**config.mk**
```make
export PLATFORM = sky130hd
export DESIGN_NAME = cppi_top
export DESIGN_NICKNAME = d
export VERILOG_FILES = /design/src/hw/cppi_pkg.sv /design/src/hw/cppi_step_decode.sv /design/src/hw/cppi_top.sv
export VERILOG_INCLUDE_DIRS = /design/src /design/src/hw
export SDC_FILE = /design/constraint.sdc
export NUM_CORES = 1
export LEC_CHECK = 0
export BUFFER_PORTS_ARGS = -buffer_cell sky130_fd_sc_hd__buf_2
export CAP_MARGIN = 25
export CORE_MARGIN = 2
export CORE_UTILIZATION = 55
export CTS_BUF_LIST = sky130_fd_sc_hd__clkbuf_16
export DETAILED_ROUTE_END_ITERATION = 12
export PLACE_DENSITY = 0.82
export SETUP_SLACK_MARGIN = 0.3
export SLEW_MARGIN = 20
export SYNTH_ARGS = -nofsm -noshare
export SYNTH_HDL_FRONTEND = slang
export SYNTH_HIERARCHICAL = 1
export SYNTH_SLANG_ARGS = --single-unit
export TNS_END_PERCENT = 50
```
**constraint.sdc**
```tcl
create_clock -name I_CLK -period 6.9 [get_ports I_CLK]
set_clock_uncertainty 0.15 [all_clocks]
set_input_delay 0.345 -clock I_CLK [delete_from_list [all_inputs] [get_ports I_CLK]]
set_output_delay 0.345 -clock I_CLK [all_outputs]
set_load 0.01 [all_outputs]
```
**src/hw/cppi_defines.svh**
```systemverilog
`ifndef CPPI_DEFINES_SVH
`define CPPI_DEFINES_SVH

// Step format selector codes.
`define CPPI_FMT_STEP_DIR_POS  4'h0
`define CPPI_FMT_FWD_REV_POS   4'h1
`define CPPI_FMT_QUAD1_POS     4'h2
`define CPPI_FMT_QUAD2_POS     4'h3
`define CPPI_FMT_QUAD4_POS     4'h4
`define CPPI_FMT_STEP_DIR_NEG  4'h5
`define CPPI_FMT_FWD_REV_NEG   4'h6
`define CPPI_FMT_QUAD1_NEG     4'h7
`define CPPI_FMT_QUAD2_NEG     4'h8
`define CPPI_FMT_QUAD4_NEG     4'h9
`define CPPI_FMT_RESET         4'h1

// Clear trigger selector codes.
`define CPPI_CLR_LEVEL_HIGH    2'h0
`define CPPI_CLR_RISING        2'h1
`define CPPI_CLR_LEVEL_LOW     2'h2
`define CPPI_CLR_FALLING       2'h3

// Timing.
`define CPPI_CLK_MHZ           200
`define CPPI_CLR_MIN_US        20
`define CPPI_CLR_MIN_CYC       (`CPPI_CLR_MIN_US * `CPPI_CLK_MHZ)
`define CPPI_WAKE_HOLD_S       3

`endif

```
**src/hw/cppi_pkg.sv**
```systemverilog
package cppi_pkg;

  typedef enum logic [1:0] {
    CPPI_ST_OFF     = 2'b00,
    CPPI_ST_SEND    = 2'b01,
    CPPI_ST_WAIT_OK = 2'b10,
    CPPI_ST_READY   = 2'b11
  } cppi_wake_e;

  typedef logic [3:0] cppi_fmt_t;

endpackage : cppi_pkg

```
**src/hw/cppi_step_decode.sv**
```systemverilog
`include "cppi_defines.svh"

// Turns the two synchronised command lines into forward and reverse count pulses.
module cppi_step_decode
  import cppi_pkg::*;
(
  input  wire logic      clk,
  input  wire logic      rst,
  input  wire cppi_fmt_t fmt,
  input  wire logic      line_a,
  input  wire logic      line_b,
  output logic           fwd_cnt,
  output logic           rev_cnt
);

  logic a_reg;
  logic b_reg;
  logic neg;
  logic a;
  logic b;
  logic a_prev;
  logic b_prev;
  logic a_rise;
  logic a_fall;
  logic b_rise;
  logic b_fall;
  logic dir_q;

  assign neg    = (fmt >= `CPPI_FMT_STEP_DIR_NEG);
  assign a      = line_a ^ neg;
  assign b      = line_b ^ neg;
  assign a_prev = a_reg ^ neg;
  assign b_prev = b_reg ^ neg;
  assign a_rise = a & ~a_prev;
  assign a_fall = ~a & a_prev;
  assign b_rise = b & ~b_prev;
  assign b_fall = ~b & b_prev;
  // Forward when A leads B.
  assign dir_q  = (a_rise & ~b) | (a_fall & b) | (b_rise & a) | (b_fall & ~a);

  // Sampling goes on through reset so that a line idling high gives no false edge at release.
  always_ff @(posedge clk) begin
    if (rst) begin
      a_reg <= line_a;
      b_reg <= line_b;
    end else begin
      a_reg <= line_a;
      b_reg <= line_b;
    end
  end

  always_comb begin
    fwd_cnt = 1'b0;
    rev_cnt = 1'b0;
    unique case (fmt)
      `CPPI_FMT_STEP_DIR_POS, `CPPI_FMT_STEP_DIR_NEG: begin
        fwd_cnt = a_rise & b;
        rev_cnt = a_rise & ~b;
      end
      `CPPI_FMT_FWD_REV_POS, `CPPI_FMT_FWD_REV_NEG: begin
        fwd_cnt = b_rise;
        rev_cnt = a_rise;
      end
      `CPPI_FMT_QUAD1_POS, `CPPI_FMT_QUAD1_NEG: begin
        fwd_cnt = a_rise & ~b;
        rev_cnt = a_fall & ~b;
      end
      `CPPI_FMT_QUAD2_POS, `CPPI_FMT_QUAD2_NEG: begin
        fwd_cnt = (a_rise | a_fall) & dir_q;
        rev_cnt = (a_rise | a_fall) & ~dir_q;
      end
      `CPPI_FMT_QUAD4_POS, `CPPI_FMT_QUAD4_NEG: begin
        fwd_cnt = (a_rise | a_fall | b_rise | b_fall) & dir_q;
        rev_cnt = (a_rise | a_fall | b_rise | b_fall) & ~dir_q;
      end
      default: begin
        fwd_cnt = 1'b0;
        rev_cnt = 1'b0;
      end
    endcase
  end

endmodule : cppi_step_decode

```
**src/hw/cppi_top.sv**
```systemverilog
// Function
// - Selector 0 is step plus direction active high; 5 is the active-low form.
// - Selector 1 is reverse/forward trains active high, reset default; 6 active low.
// - Selectors 2, 3, 4 decode quadrature at x1, x2, x4 active high.
// - Selectors 7, 8, 9 decode quadrature inverted, same timing.
// - Input pair meaning depends only on the current selector value.
// - Clear zeroes the deviation counter and disables the position loop.
// - Clear trigger is level high, level low, rising or falling edge.
// - Clear pulses shorter than the minimum are ignored.
// - Wake rising edge sends multi-turn count then initial incremental pulses.
// - Motor power stays off while wake is inactive.
// - Power request accepted only with wake active and encoder normal.
// - Power request enables main drive; otherwise only jog runs the motor.
`include "cppi_defines.svh"

module cppi_top
  import cppi_pkg::*;
#(
  parameter int CNT_W   = 32,
  parameter int CLR_CYC = `CPPI_CLR_MIN_CYC
) (
  // Clock and reset.
  input  wire logic             I_CLK,
  input  wire logic             I_RST,
  // Command pulse lines.
  input  wire logic             I_FEED_STEP_IN,
  input  wire logic             I_FORWARD_STEP_IN,
  // Configuration.
  input  wire logic [3:0]       I_STEP_FORMAT_SELECT,
  input  wire logic [1:0]       I_CLEAR_TRIGGER_SELECT,
  // Sequence inputs.
  input  wire logic             I_ERROR_COUNT_CLEAR,
  input  wire logic             I_ENCODER_WAKE,
  input  wire logic             I_POWER_REQUEST,
  input  wire logic             I_JOG_REQUEST,
  // Encoder side.
  input  wire logic             I_ENC_NORMAL,
  input  wire logic             I_ENC_SEND_DONE,
  // Outputs.
  output logic signed [CNT_W-1:0] O_DEVIATION,
  output logic                  O_POS_LOOP_EN,
  output logic                  O_MOTOR_POWER,
  output logic                  O_ENC_SEND_START,
  output logic                  O_FWD_CNT,
  output logic                  O_REV_CNT
);

  if (CNT_W < 8 || CLR_CYC < 1) begin : g_bad_params
    $error("cppi_top: bad parameters");
  end

  // ****************************************************************
  // Input capture
  // ****************************************************************
  logic      a_s_reg;
  logic      b_s_reg;
  logic      clr_s_reg;
  logic      clr_p_reg;
  logic      wake_s_reg;
  logic      wake_p_reg;
  cppi_fmt_t fmt;
  logic      fwd_cnt;
  logic      rev_cnt;

  // Codes above 9 are treated as the reset default.
  assign fmt = (I_STEP_FORMAT_SELECT > `CPPI_FMT_QUAD4_NEG) ? `CPPI_FMT_RESET
                                                              : I_STEP_FORMAT_SELECT;

  // register inputs first
  // The command lines keep sampling in reset, so an idle-high line shows no edge at release.
  always_ff @(posedge I_CLK) begin
    if (I_RST) begin
      a_s_reg    <= I_FEED_STEP_IN;
      b_s_reg    <= I_FORWARD_STEP_IN;
      clr_s_reg  <= 1'b0;
      clr_p_reg  <= 1'b0;
      wake_s_reg <= 1'b0;
      wake_p_reg <= 1'b0;
    end else begin
      a_s_reg    <= I_FEED_STEP_IN;
      b_s_reg    <= I_FORWARD_STEP_IN;
      clr_s_reg  <= I_ERROR_COUNT_CLEAR;
      clr_p_reg  <= clr_s_reg;
      wake_s_reg <= I_ENCODER_WAKE;
      wake_p_reg <= wake_s_reg;
    end
  end

  cppi_step_decode u_dec (
    .clk     (I_CLK),
    .rst     (I_RST),
    .fmt     (fmt),
    .line_a  (a_s_reg),
    .line_b  (b_s_reg),
    .fwd_cnt (fwd_cnt),
    .rev_cnt (rev_cnt)
  );

  // ****************************************************************
  // Clear qualification
  // ****************************************************************
  logic        clr_active;
  logic        clr_edge;
  logic        clr_level_mode;
  logic [31:0] clr_cnt_reg;
  logic        clr_qual;
  logic        edge_arm_reg;
  logic        clr_hold;

  always_comb begin
    unique case (I_CLEAR_TRIGGER_SELECT)
      `CPPI_CLR_LEVEL_HIGH: clr_active = clr_s_reg;
      `CPPI_CLR_LEVEL_LOW:  clr_active = ~clr_s_reg;
      `CPPI_CLR_RISING:     clr_active = clr_s_reg;
      `CPPI_CLR_FALLING:    clr_active = ~clr_s_reg;
    endcase
  end

  assign clr_level_mode = (I_CLEAR_TRIGGER_SELECT == `CPPI_CLR_LEVEL_HIGH) ||
                          (I_CLEAR_TRIGGER_SELECT == `CPPI_CLR_LEVEL_LOW);
  assign clr_edge = (I_CLEAR_TRIGGER_SELECT == `CPPI_CLR_RISING) ?
                    (clr_s_reg & ~clr_p_reg) :
                    (I_CLEAR_TRIGGER_SELECT == `CPPI_CLR_FALLING) ?
                    (~clr_s_reg & clr_p_reg) : 1'b0;
  assign clr_qual = (clr_cnt_reg >= 32'(CLR_CYC));

  always_ff @(posedge I_CLK) begin
    if (I_RST) begin
      clr_cnt_reg <= 32'h0;
    end else if (!clr_active) begin
      clr_cnt_reg <= 32'h0;
    end else if (!clr_qual) begin
      clr_cnt_reg <= clr_cnt_reg + 32'h1;
    end
  end

  // An edge arms the clear; it fires once the new level has lasted long enough.
  always_ff @(posedge I_CLK) begin
    if (I_RST) begin
      edge_arm_reg <= 1'b0;
    end else if (clr_edge) begin
      edge_arm_reg <= 1'b1;
    end else if (!clr_active || clr_qual) begin
      edge_arm_reg <= 1'b0;
    end
  end

  assign clr_hold = clr_qual && (clr_level_mode || edge_arm_reg);

  // ****************************************************************
  // Deviation counter
  // ****************************************************************
  logic signed [CNT_W-1:0] dev_reg;

  always_ff @(posedge I_CLK) begin
    if (I_RST) begin
      dev_reg <= '0;
    end else if (clr_hold) begin
      dev_reg <= '0;
    end else if (fwd_cnt && !rev_cnt) begin
      dev_reg <= dev_reg + CNT_W'(1);
    end else if (rev_cnt && !fwd_cnt) begin
      dev_reg <= dev_reg - CNT_W'(1);
    end
  end

  always_ff @(posedge I_CLK) begin
    if (I_RST) begin
      O_FWD_CNT <= 1'b0;
      O_REV_CNT <= 1'b0;
    end else begin
      O_FWD_CNT <= fwd_cnt;
      O_REV_CNT <= rev_cnt;
    end
  end

  assign O_DEVIATION = dev_reg;

  // ****************************************************************
  // Encoder wake and power
  // ****************************************************************
  cppi_wake_e st_reg;

  always_ff @(posedge I_CLK) begin
    if (I_RST) begin
      st_reg           <= CPPI_ST_OFF;
      O_ENC_SEND_START <= 1'b0;
    end else begin
      O_ENC_SEND_START <= 1'b0;
      if (!wake_s_reg) begin
        st_reg <= CPPI_ST_OFF;
      end else begin
        unique case (st_reg)
          CPPI_ST_OFF: begin
            if (!wake_p_reg) begin
              st_reg           <= CPPI_ST_SEND;
              O_ENC_SEND_START <= 1'b1;
            end
          end
          CPPI_ST_SEND: begin
            if (I_ENC_SEND_DONE) begin
              st_reg <= CPPI_ST_WAIT_OK;
            end
          end
          CPPI_ST_WAIT_OK: begin
            if (I_ENC_NORMAL) begin
              st_reg <= CPPI_ST_READY;
            end
          end
          CPPI_ST_READY: begin
            if (!I_ENC_NORMAL) begin
              st_reg <= CPPI_ST_WAIT_OK;
            end
          end
        endcase
      end
    end
  end

  always_ff @(posedge I_CLK) begin
    if (I_RST) begin
      O_MOTOR_POWER <= 1'b0;
      O_POS_LOOP_EN <= 1'b0;
    end else begin
      O_MOTOR_POWER <= wake_s_reg && (st_reg == CPPI_ST_READY) && I_ENC_NORMAL &&
                       (I_POWER_REQUEST || I_JOG_REQUEST);
      O_POS_LOOP_EN <= !clr_hold && !(clr_qual && clr_edge);
    end
  end

  // ****************************************************************
  // Checks
  // ****************************************************************
  a_power_needs_wake: assert property (@(posedge I_CLK) disable iff (I_RST)
    !wake_s_reg |=> !O_MOTOR_POWER)
    else $error("motor power on without wake");

  a_power_needs_ready: assert property (@(posedge I_CLK) disable iff (I_RST)
    O_MOTOR_POWER |-> $past(st_reg) == CPPI_ST_READY)
    else $error("motor power before encoder ready");

  a_power_needs_req: assert property (@(posedge I_CLK) disable iff (I_RST)
    O_MOTOR_POWER |-> $past(I_POWER_REQUEST) || $past(I_JOG_REQUEST))
    else $error("motor power without request");

  a_wake_send_pulse: assert property (@(posedge I_CLK) disable iff (I_RST)
    (st_reg == CPPI_ST_OFF && wake_s_reg && !wake_p_reg) |=>
      O_ENC_SEND_START ##1 !O_ENC_SEND_START)
    else $error("send start not one pulse on wake rise");

  a_clear_zeroes: assert property (@(posedge I_CLK) disable iff (I_RST)
    clr_hold |=> dev_reg == '0 && !O_POS_LOOP_EN)
    else $error("clear did not zero counter");

  a_short_clear_kept: assert property (@(posedge I_CLK) disable iff (I_RST)
    (clr_cnt_reg < 32'(CLR_CYC) && !fwd_cnt && !rev_cnt) |=> dev_reg == $past(dev_reg))
    else $error("short clear changed counter");

  a_count_up: assert property (@(posedge I_CLK) disable iff (I_RST)
    (fwd_cnt && !rev_cnt && !clr_hold) |=> dev_reg == $past(dev_reg) + CNT_W'(1))
    else $error("forward count missed");

  a_count_down: assert property (@(posedge I_CLK) disable iff (I_RST)
    (rev_cnt && !fwd_cnt && !clr_hold) |=> dev_reg == $past(dev_reg) - CNT_W'(1))
    else $error("reverse count missed");

  a_fwd_rev_train: assert property (@(posedge I_CLK) disable iff (I_RST)
    (fmt == `CPPI_FMT_FWD_REV_POS && b_s_reg && !$past(b_s_reg)) |-> fwd_cnt)
    else $error("forward train edge not counted");

  a_edge_clear_once: assert property (@(posedge I_CLK) disable iff (I_RST)
    (clr_hold && !clr_level_mode) |=> !clr_hold || clr_level_mode)
    else $error("edge clear fired twice");

  a_loop_idle_on: assert property (@(posedge I_CLK) disable iff (I_RST)
    (!clr_hold && !clr_qual) |=> O_POS_LOOP_EN)
    else $error("position loop off without clear");

  a_send_needs_rise: assert property (@(posedge I_CLK) disable iff (I_RST)
    O_ENC_SEND_START |-> $past(wake_s_reg) && !$past(wake_p_reg))
    else $error("send start without wake rise");

  a_power_off_unready: assert property (@(posedge I_CLK) disable iff (I_RST)
    (st_reg != CPPI_ST_READY) |=> !O_MOTOR_POWER)
    else $error("motor power while encoder not ready");

  a_fwd_pulse_out: assert property (@(posedge I_CLK) disable iff (I_RST)
    fwd_cnt |=> O_FWD_CNT)
    else $error("forward count pulse not shown");

  a_rev_pulse_out: assert property (@(posedge I_CLK) disable iff (I_RST)
    rev_cnt |=> O_REV_CNT)
    else $error("reverse count pulse not shown");

endmodule : cppi_top

```
* After elaboration in Yosys (flattened, before gate mapping) *
Cells that the tools add are included.

storage, ports and cells
  register bits = 80
  input port bits = 16
  output and inout bits = 37
  logic and storage cells = 128

operators by class
  add/subtract/negate cells = 3
  order comparisons = 3
  mux-type cells = 16
  bitwise gates (word level) = 36
  reductions and logical operators = 34
  equality and inequality tests = 19

operators with widths
  cell                     number
  $mux W32                 2
  $add A32 B1 Y32 const B  1
  $add A32 B2 Y32 const B  1
  $ge A32 B12 Y1 const B   1
  $sub A32 B2 Y32 const B  1
  $reduce_or A2 Y1         10
  $and A1 B1 Y1            16
  $eq A4 B3 Y1 const B     4
  $not A1 Y1               10
  $pmux W1 S5              2
  $eq A2 B2 Y1 const B     4
  $eq A4 B2 Y1 const B     2
  $eq A4 B4 Y1 const B     2
  $logic_and A1 B1 Y1      8
  $mux W2                  4
  $ne A2 B2 Y1 const B     4
  $pmux W2 S4              1
  $or A1 B1 Y1             6
  $logic_not A1 Y1         5
  $mux W1                  5
  $eq A2 B1 Y1 const B     2
  $eq A4 B1 Y1 const B     1
  $ge A4 B3 Y1 const B     1
  $gt A4 B4 Y1 const B     1
  9 further kinds          17

* Logic depth before layout (Yosys ltp) *
Gate-level depths: netlist of run 1.

  depth in word-level cells = 16
  gate-level depth with buffers = 21
  gate-level depth less buffers = 19

* Hierarchy *
Netlist of run 1, hierarchy kept.

by module, submodules not included
  module            times used  area an instance (µm²)  cells an instance  seq. area each (µm²)
  cppi_top          1           4340.4                  518                1561.5
  cppi_step_decode  1           405.4                   51                 40.0

* Worst setup path before layout of run 1 *
No wires, ideal clock.

  path kind = input -> register
  start point = in I_STEP_FORMAT_SELECT[3]
  end point = reg dev_reg[30], in the netlist O_DEVIATION[30]
  arrival = 4618 ps
  buffers on the path = 1
  stages on the path = 19
  slack = 2010 ps
  required time = 6628 ps
  library setup time = 122 ps
  path through = nor3b_1 > buf_6 > or4b_4 > a21oi_2 > a211oi_1 > o221ai_2 > inv_1 > ha_1 > inv_1 > ha_1 > and3_1 > a211oi_2 > a211oi_1 > o311ai_2 > a31oi_4 > a21o_1 > a221oi_2 > mux2i_1 > a311o_1

on the way
  longest elaborated chain between the ends = 16
  elaborated cells on any way between the ends = 55
  those cells by class = order compare: 2; eq/ne: 9; mux: 4; bitwise: 29; reduce/logical: 11

ends and longest elaborated chain
  what                                                   line                                                                    RTL
  start: declaration                                     cppi_top.sv:29                                                          input wire logic [3:0] I_STEP_FORMAT_SELECT,
  $gt A4 B4 Y1 (no line)                                 -
  $mux W4 *                                              cppi_top.sv:66                                                          assign fmt = (I_STEP_FORMAT_SELECT > `CPPI_FMT_QUAD4_NEG) ? `CPPI_FMT_RESET
  $ge A4 B3 Y1 (no line)                                 -
  $xor A1 B1 Y1 (on tied branches)                       cppi_step_decode.sv:32, cppi_step_decode.sv:30
  $not A1 Y1 (on tied branches)                          cppi_step_decode.sv:34, cppi_step_decode.sv:35, cppi_step_decode.sv:39
  $and A1 B1 Y1 (on tied branches)                       cppi_step_decode.sv:34, cppi_step_decode.sv:35
  $and A1 B1 Y1 (on tied branches)                       cppi_step_decode.sv:39, cppi_step_decode.sv:58
  $or A1 B1 Y1 (3 in series)                             cppi_step_decode.sv:39                                                  assign dir_q = (a_rise & ~b) | (a_fall & b) | (b_rise & a) | (b_fall & ~a);
  $not A1 Y1                                             cppi_step_decode.sv:70, cppi_step_decode.sv:74
  $and A1 B1 Y1 (on tied branches)                       cppi_step_decode.sv:74, cppi_step_decode.sv:70
  $pmux W1 S5 *                                          cppi_step_decode.sv:55                                                  unique case (fmt)
  net rev_cnt                                            cppi_top.sv:63                                                          logic rev_cnt;
  $logic_not A1 Y1                                       cppi_top.sv:160                                                         end else if (fwd_cnt && !rev_cnt) begin
  $logic_and A1 B1 Y1                                    cppi_top.sv:160
  $mux W32 / $reduce_bool A2 Y1 (equally long branches)  -
  end signal: assignment                                 cppi_top.sv:161                                                         dev_reg <= dev_reg + CNT_W'(1);
  end signal: assignment                                 cppi_top.sv:163                                                         dev_reg <= dev_reg - CNT_W'(1);
  end: declaration                                       cppi_top.sv:153                                                         logic signed [CNT_W-1:0] dev_reg;

The timed path passes the listed nets; every way through them passes the cells marked *.
A chain may end at the register's enable or synchronous reset.

* Worst setup path after layout of run 1 *
  start point = in I_STEP_FORMAT_SELECT[1]
  end point = reg dev_reg[30], in the netlist O_DEVIATION[30]

on the way
  elaborated cells on any way between the ends = 55
  those cells by class = order compare: 2; eq/ne: 9; mux: 4; bitwise: 29; reduce/logical: 11

RTL lines
  what                              line                                                                    RTL
  $gt A4 B4 Y1 (no line) *          -
  $mux W4 *                         cppi_top.sv:66
  net fmt[3]                        cppi_top.sv:61                                                          cppi_fmt_t fmt;
  $ge A4 B3 Y1 (no line)            -
  $xor A1 B1 Y1 (on tied branches)  cppi_step_decode.sv:32, cppi_step_decode.sv:30
  $not A1 Y1 (on tied branches)     cppi_step_decode.sv:34, cppi_step_decode.sv:35, cppi_step_decode.sv:39
  $and A1 B1 Y1 (on tied branches)  cppi_step_decode.sv:34, cppi_step_decode.sv:35
  $and A1 B1 Y1 (on tied branches)  cppi_step_decode.sv:39, cppi_step_decode.sv:65
  $or A1 B1 Y1 (3 in series)        cppi_step_decode.sv:39
  $and A1 B1 Y1 (on tied branches)  cppi_step_decode.sv:73, cppi_step_decode.sv:69
  $pmux W1 S5 *                     cppi_step_decode.sv:55
  net fwd_cnt                       cppi_top.sv:62                                                          logic fwd_cnt;
  $logic_not A1 Y1                  cppi_top.sv:162                                                         end else if (rev_cnt && !fwd_cnt) begin
  $logic_and A1 B1 Y1               cppi_top.sv:162
  $reduce_bool A2 Y1 (no line)      -

Marks and branches as above.

==> out/metrics.yaml, run 1 <==
run_status:
  outcome: "complete, no violations"
setup_path:
  worstSetupStartpointType: "primary input"
  slowest_stage: "nor3b_1"
  required_ns: 6.97
  path_buf_inv: 2
  critPathArrivalTime_ns: 5.45
  path_cells: "buf_2, nor3b_1, or4b_4, a21oi_2, a211oi_1, o22ai_1, ha_1, inv_1, ha_1, and3_1, a211oi_2, a211oi_1, o311ai_2, a31oi_4, a21o_1, a221oi_2, mux2i_1, a311o_1"
  critPathKind: "in2reg"
  crit_family: "compound AO/OA/AOI/OAI gates"
  max_stage_delay_ns: 0.77
  crit_path_end_kind: "flop"
  path_max_fanout: 20
synth:
  synthArstFlopShare_pct: 0
  ys_types: 64
  synth_area_sq_um: 4750
  synth_edf_count: 0
  ys_ff_latch: 80
  ys_seq_area_share_pct: 33.7
  syn_inst: 569
  syn_avg_cell_area_sq_um: 8.34
  synth_nets: 622
  synthFlopType: "dfxtp_1"
  ys_warn_count: 6
timing:
  fmax_mhz: 186
  finalSetupTns_ns: 0
  final-setup-viol-count: 0
  slew_headroom_pct: 37.2
  maxSlewViolCount: 0
  rsz0062_at_grt: "false"
  hold_viol_final: 0
  worstMarginPinSlew_ns: 0.940
  finalCritPeriodShare_pct: 78.0
  period_minus_slack_ns: 5.38
global_routing:
  antenna_found_initial: 0
  grt_max_degree: 31
  grt_overflow_total: 0
  grt_pass1_wl_mm: 17.7
  grt_usage_pct: 22.3
  grt_pass1_vias: 3787
final_layout:
  nets: 667
  area_delta_synth_final_pct: 14.2
  antenna_cells: 0
  layout_commonest_cell: "dfxtp_1"
  layout-drive-gt1-share_pct: 15.3
  final_cell_mix: "80 x dfxtp_1, 55 x nor2_1, 54 x nand2_1"
  fill_cells: 682
clock_tree:
  clk_pin_slew_ns: 0.06
  cts_made_buffers: 9
  h-tree-depth: 3
  cts_tree: "built"
  cts_root_buffer: "clkbuf_16"
  clk_latency_ns: 0.34
  cts.sinks: 80
  cts_setup_buffers: 0
  clockBufferDepth: 2
  post_cts_resized: 0
routing:
  avgViaCountPerCell: 5.74
  dr.first_iter.drc_count: 170
  drc_errors: 0
  ant_nets: 0
  route.vias.total: 4159
  wl_per_cell_um: 14.5
  wl_mm: 10.5
  first_pass_iters: 5
die:
  ios: 53
  row_count: 33
  initial_core_util_pct: 57.2
  die_w_um: 96.9
  die-area_sq_um: 9390
  die_y_um: 96.9
  core_area_sq_um: 8300
power_and_ir_drop:
  p_leak_nw: 2.39
  peakVddDrop_v: 0.000340
  p_total_mw: 2.88
  p_per_area_nw_per_um2: 530
place:
  gp_congestion: 0.923
  dp_hpwl_mm: 7.44
  io_buffers: 52
run:
  drv_cap: 0
worst_hold_path:
  worstHoldPathType: "in2reg"
==> cell usage after synthesis, drive strengths merged (2+ instances only) <==
master | number | area share, %
nor4 | 7 | 0.92
xnor2 | 23 | 4.6
o31a | 2 | 0.40
nor2b | 14 | 1.8
o21bai | 4 | 0.63
inv | 21 | 1.7
a31oi | 8 | 1.7
buf | 7 | 0.82
nand3 | 15 | 1.6
o21a | 6 | 0.95
and2 | 20 | 2.6
xor2 | 16 | 3.0
and3 | 3 | 0.40
o21ai | 33 | 3.6
ha | 36 | 9.5
or4b | 2 | 0.50
mux2i | 8 | 1.7
nand2 | 54 | 4.3
o31ai | 2 | 0.32
nor2 | 55 | 4.4
nand4 | 8 | 1.1
o32ai | 3 | 0.55
a21oi | 54 | 5.8
or3 | 4 | 0.53
nor3b | 2 | 0.32
a21o | 12 | 1.9
nand2b | 6 | 0.79
dfxtp | 80 | 34
nor3 | 10 | 1.1
or2 | 2 | 0.26
o2111ai | 3 | 0.55
and4b | 2 | 0.42
clkbuf | 17 | 1.3
a221oi | 2 | 0.63
a211oi | 9 | 1.6
nor4bb | 2 | 0.42
==> layout make-up <==
type	count	area, sq um	area share [%]
clock buffers	9	225	4.16
inverters	21	78.8	1.45
clock inverters	7	106	1.96
flip-flops and latches	80	1600	29.5
multi-input cells	444	2970	54.7
well taps	105	131	2.42
repair buffers	58	310	5.72
==> timing repair <==
item                                   4_1_cts  5_1_grt
hold buffers                                 2        0
endpoints found under the hold margin        2        0
setup endpoints to repair                    0        0
==> stage by stage <==
stage	area (sq um)	utilization, %	instances	setup slack (ns)	hold slack [ns]
final	5420	65.3	724	1.52	0.0777
after global routing	5420	65.3	724	1.14	0.0974
after CTS	5410	65.2	723	1.58	0.0710
after detailed placement	5060	61.0	705	1.20	0.259
after global placement	5060	61.0	705	1.46	0.252
after floorplan	4750	-	569	2.01	0.176
==> cells by family after synthesis <==
| kind of cell | share of synthesized area (%) |
|---|---|
| AO/OA/AOI/OAI | 21.0 |
| XOR/XNOR | 7.51 |
| adder cells (fa/ha/maj) | 9.91 |
| buffers and inverters | 3.82 |
| flip-flops | 33.7 |
| multiplexers | 1.92 |
| AND/OR/NAND/NOR | 22.1 |
==> worst reg2reg max path, cell delays in order (launching register included) <==
cell and delay [ns]:
dfxtp_1 0.58, xnor2_2 0.19, o32ai_1 0.12, a211oi_1 0.37, o22ai_1 0.15, ha_1 0.30
inv_1 0.53, ha_1 0.42, and3_1 0.22, a211oi_2 0.22, a211oi_1 0.15, o311ai_2 0.45
a31oi_4 0.18, a21o_1 0.24, a221oi_2 0.28, mux2i_1 0.12, a311o_1 0.33
==> routing by layer <==
| metal | part of all wire [%] | global-route usage, % | up-vias | wire length, um |
|---|---|---|---|---|
| li1 | - | - | 2104 | - |
| met1 | 49 | 30.8 | 1935 | 5130 |
| met2 | 45 | 35.6 | 108 | 4770 |
| met3 | 4.4 | 4.26 | 12 | 461 |
| met4 | 1.3 | 6.07 | 0 | 138 |
| met5 | 0 | 0 | - | 0 |
==> final timing paths <==
path              slack, ns                            to               startpoint  cells past startpoint
hold / removal         0.08          clr_s_reg$_SDFF_PP0_      I_ERROR_COUNT_CLEAR                      2
setup / recovery       1.52  O_DEVIATION[30]$_SDFFE_PP0P_  I_STEP_FORMAT_SELECT[1]                     18
hold reg to reg        0.27   O_ENC_SEND_START$_SDFF_PP0_    wake_p_reg$_SDFF_PP0_                      1
setup reg to reg       1.79  O_DEVIATION[30]$_SDFFE_PP0P_          b_s_reg$_DFF_P_                     16
==> power by group <==
| group | internal (mW) | total [mW] | leakage (nW) | switching, mW |
|---|---|---|---|---|
| Sequential | 0.550 | 0.632 | 0.653 | 0.0819 |
| Combinational | 0.733 | 1.71 | 1.57 | 0.978 |
| Clock | 0.325 | 0.533 | 0.163 | 0.208 |
| Total | 1.61 | 2.88 | 2.39 | 1.27 |
No activity file was read; power rests on OpenSTA's default activity.
==> run 2: changes to the inputs <==
==> constraint.sdc (replaced) <==
create_clock -name I_CLK -period 5.5 [get_ports I_CLK]
set_clock_uncertainty 0.15 [all_clocks]
set_input_delay 0.275 -clock I_CLK [delete_from_list [all_inputs] [get_ports I_CLK]]
set_output_delay 0.275 -clock I_CLK [all_outputs]
set_load 0.01 [all_outputs]
==> out/metrics.yaml, run 2 (synthesis results as in run 1) <==
timing:
  worstMarginPinSlew_ns: 0.943
  finalCritPeriodShare_pct: 86.2
  final-setup-viol-count: 0
  period_minus_slack_ns: 4.74
  slew_headroom_pct: 37.0
  maxSlewViolCount: 0
  hold_viol_final: 0
  fmax_mhz: 211
  finalSetupTns_ns: 0
  rsz0062_at_grt: "false"
place:
  gp_congestion: 0.962
  dp_hpwl_mm: 7.66
  io_buffers: 52
  place_area_sq_um: 5080
final_layout:
  nets: 668
  final_cell_mix: "79 x dfxtp_1, 55 x nor2_1, 54 x nand2_1"
  finalInstanceArea_sq_um: 5430
  antenna_cells: 0
  area_delta_synth_final_pct: 14.5
  fill_cells: 669
  utilization_pct: 65.5
  layout_commonest_cell: "dfxtp_1"
  layout-drive-gt1-share_pct: 15.6
clock_tree:
  cts_made_buffers: 9
  clk_latency_ns: 0.34
  clockBufferDepth: 2
  cts.sinks: 80
  cts_tree: "built"
  h-tree-depth: 3
  clk_pin_slew_ns: 0.07
  cts_root_buffer: "clkbuf_16"
worst_hold_path:
  hp-start: "I_ENCODER_WAKE"
  holdPathStages: 2
  worstHoldPathType: "in2reg"
  timing.hold.worst_endpoint: "wake_s_reg$_SDFF_PP0_"
global_routing:
  grt_usage_pct: 22.9
  antenna_found_initial: 0
  grt_overflow_total: 0
  grt_max_degree: 31
  grt_pass1_vias: 4166
  grt_pass1_wl_mm: 18.4
die:
  die-area_sq_um: 9390
  ios: 53
  initial_core_util_pct: 57.2
  core_area_sq_um: 8300
  die_w_um: 96.9
  die_y_um: 96.9
  row_count: 33
routing:
  ant_nets: 0
  first_pass_iters: 4
  avgViaCountPerCell: 5.77
  wl_mm: 10.5
  wl_per_cell_um: 14.4
  route.vias.total: 4182
  dr.first_iter.drc_count: 181
  drc_errors: 0
setup_path:
  critPathArrivalTime_ns: 4.81
  rrSetupSlack_ns: 0.77
  path_max_fanout: 11
  required_ns: 5.57
  crit_path_end_kind: "flop"
  critPathKind: "in2reg"
  timing.rr.end: "O_DEVIATION[30]$_SDFFE_PP0P_"
  crit_path_start: "I_STEP_FORMAT_SELECT[1]"
  r2r_cells: 16
  worstSetupStartpointType: "primary input"
  rr_startpoint: "a_s_reg$_DFF_P_"
power_and_ir_drop:
  p_leak_nw: 2.40
  peakVddDrop_v: 0.000414
  p_total_mw: 3.60
  p_per_area_nw_per_um2: 663
run:
  drv_cap: 0
run_status:
  outcome: "complete, no violations"
==> run 2: cell type report <==
| class | instances | area (sq um) | area share [%] |
|---|---|---|---|
| Clock buffer | 9 | 225 | 4.15 |
| Multi-Input combinational cell | 444 | 2970 | 54.6 |
| Inverter | 21 | 78.8 | 1.45 |
| Timing Repair Buffer | 59 | 322 | 5.92 |
| Tap cell | 105 | 131 | 2.42 |
| Sequential cell | 80 | 1600 | 29.5 |
| Clock inverter | 7 | 106 | 1.96 |
==> run 2: worst max path at each step <==
stage / endpoint / slack, ns
after global routing: O_DEVIATION[29]$_SDFFE_PP0P_ / 0.35
after detailed placement: O_DEVIATION[29]$_SDFFE_PP0P_ / 0.35
after floorplan: O_DEVIATION[30]$_SDFFE_PP0P_ / 0.68
after global placement: O_DEVIATION[29]$_SDFFE_PP0P_ / 0.54
after CTS: O_DEVIATION[29]$_SDFFE_PP0P_ / 0.67
final: O_DEVIATION[30]$_SDFFE_PP0P_ / 0.76
==> run 2: critical path: stages <==
cell      delay (ns)
buf_2           0.11
o21ai_0         0.15
nand2b_1        0.23
or4b_4          0.58
a21oi_2         0.12
a211oi_1        0.08
o22ai_1         0.23
ha_1            0.24
inv_1           0.20
ha_1            0.45
nand2_1         0.12
or3_1           0.38
a211oi_1        0.42
o311ai_2        0.21
a31oi_4         0.30
a21o_1          0.20
a221oi_2        0.08
mux2i_1         0.13
a311o_1         0.32
==> run 2: where the power goes <==
part	internal [mW]	switching [mW]	total (mW)
logic	0.921	1.23	2.15
clock network	0.406	0.258	0.664
registers	0.690	0.101	0.790
==> run 2: metal layers <==
metal / wire length [um] / global-route usage [%] / part of all wire (%) / up-vias
met5: 0 / 0 / 0 / -
met4: 174 / 5.74 / 1.7 / 0
met3: 396 / 4.91 / 3.8 / 21
met2: 4950 / 38.6 / 47 / 102
met1: 4940 / 29.9 / 47 / 1949
li1: - / - / - / 2110
==> run 2: stage by stage <==
step | setup slack (ns) | hold WS, ns | std cells
after floorplan | 0.680 | 0.153 | 569
after global placement | 0.539 | 0.230 | 707
after detailed placement | 0.352 | 0.229 | 707
after CTS | 0.670 | 0.00638 | 725
after global routing | 0.345 | 0.0131 | 725
final | 0.759 | 0.0129 | 725
==> run 2: timing repair <==
| action | CTS | global route |
|---|---|---|
| hold buffers | 2 | 0 |
| resized for setup | 0 | 2 |
| setup endpoints to repair | 0 | 2 |
| hold endpoints to repair | 2 | 0 |
| buffers inserted | 0 | 0 |
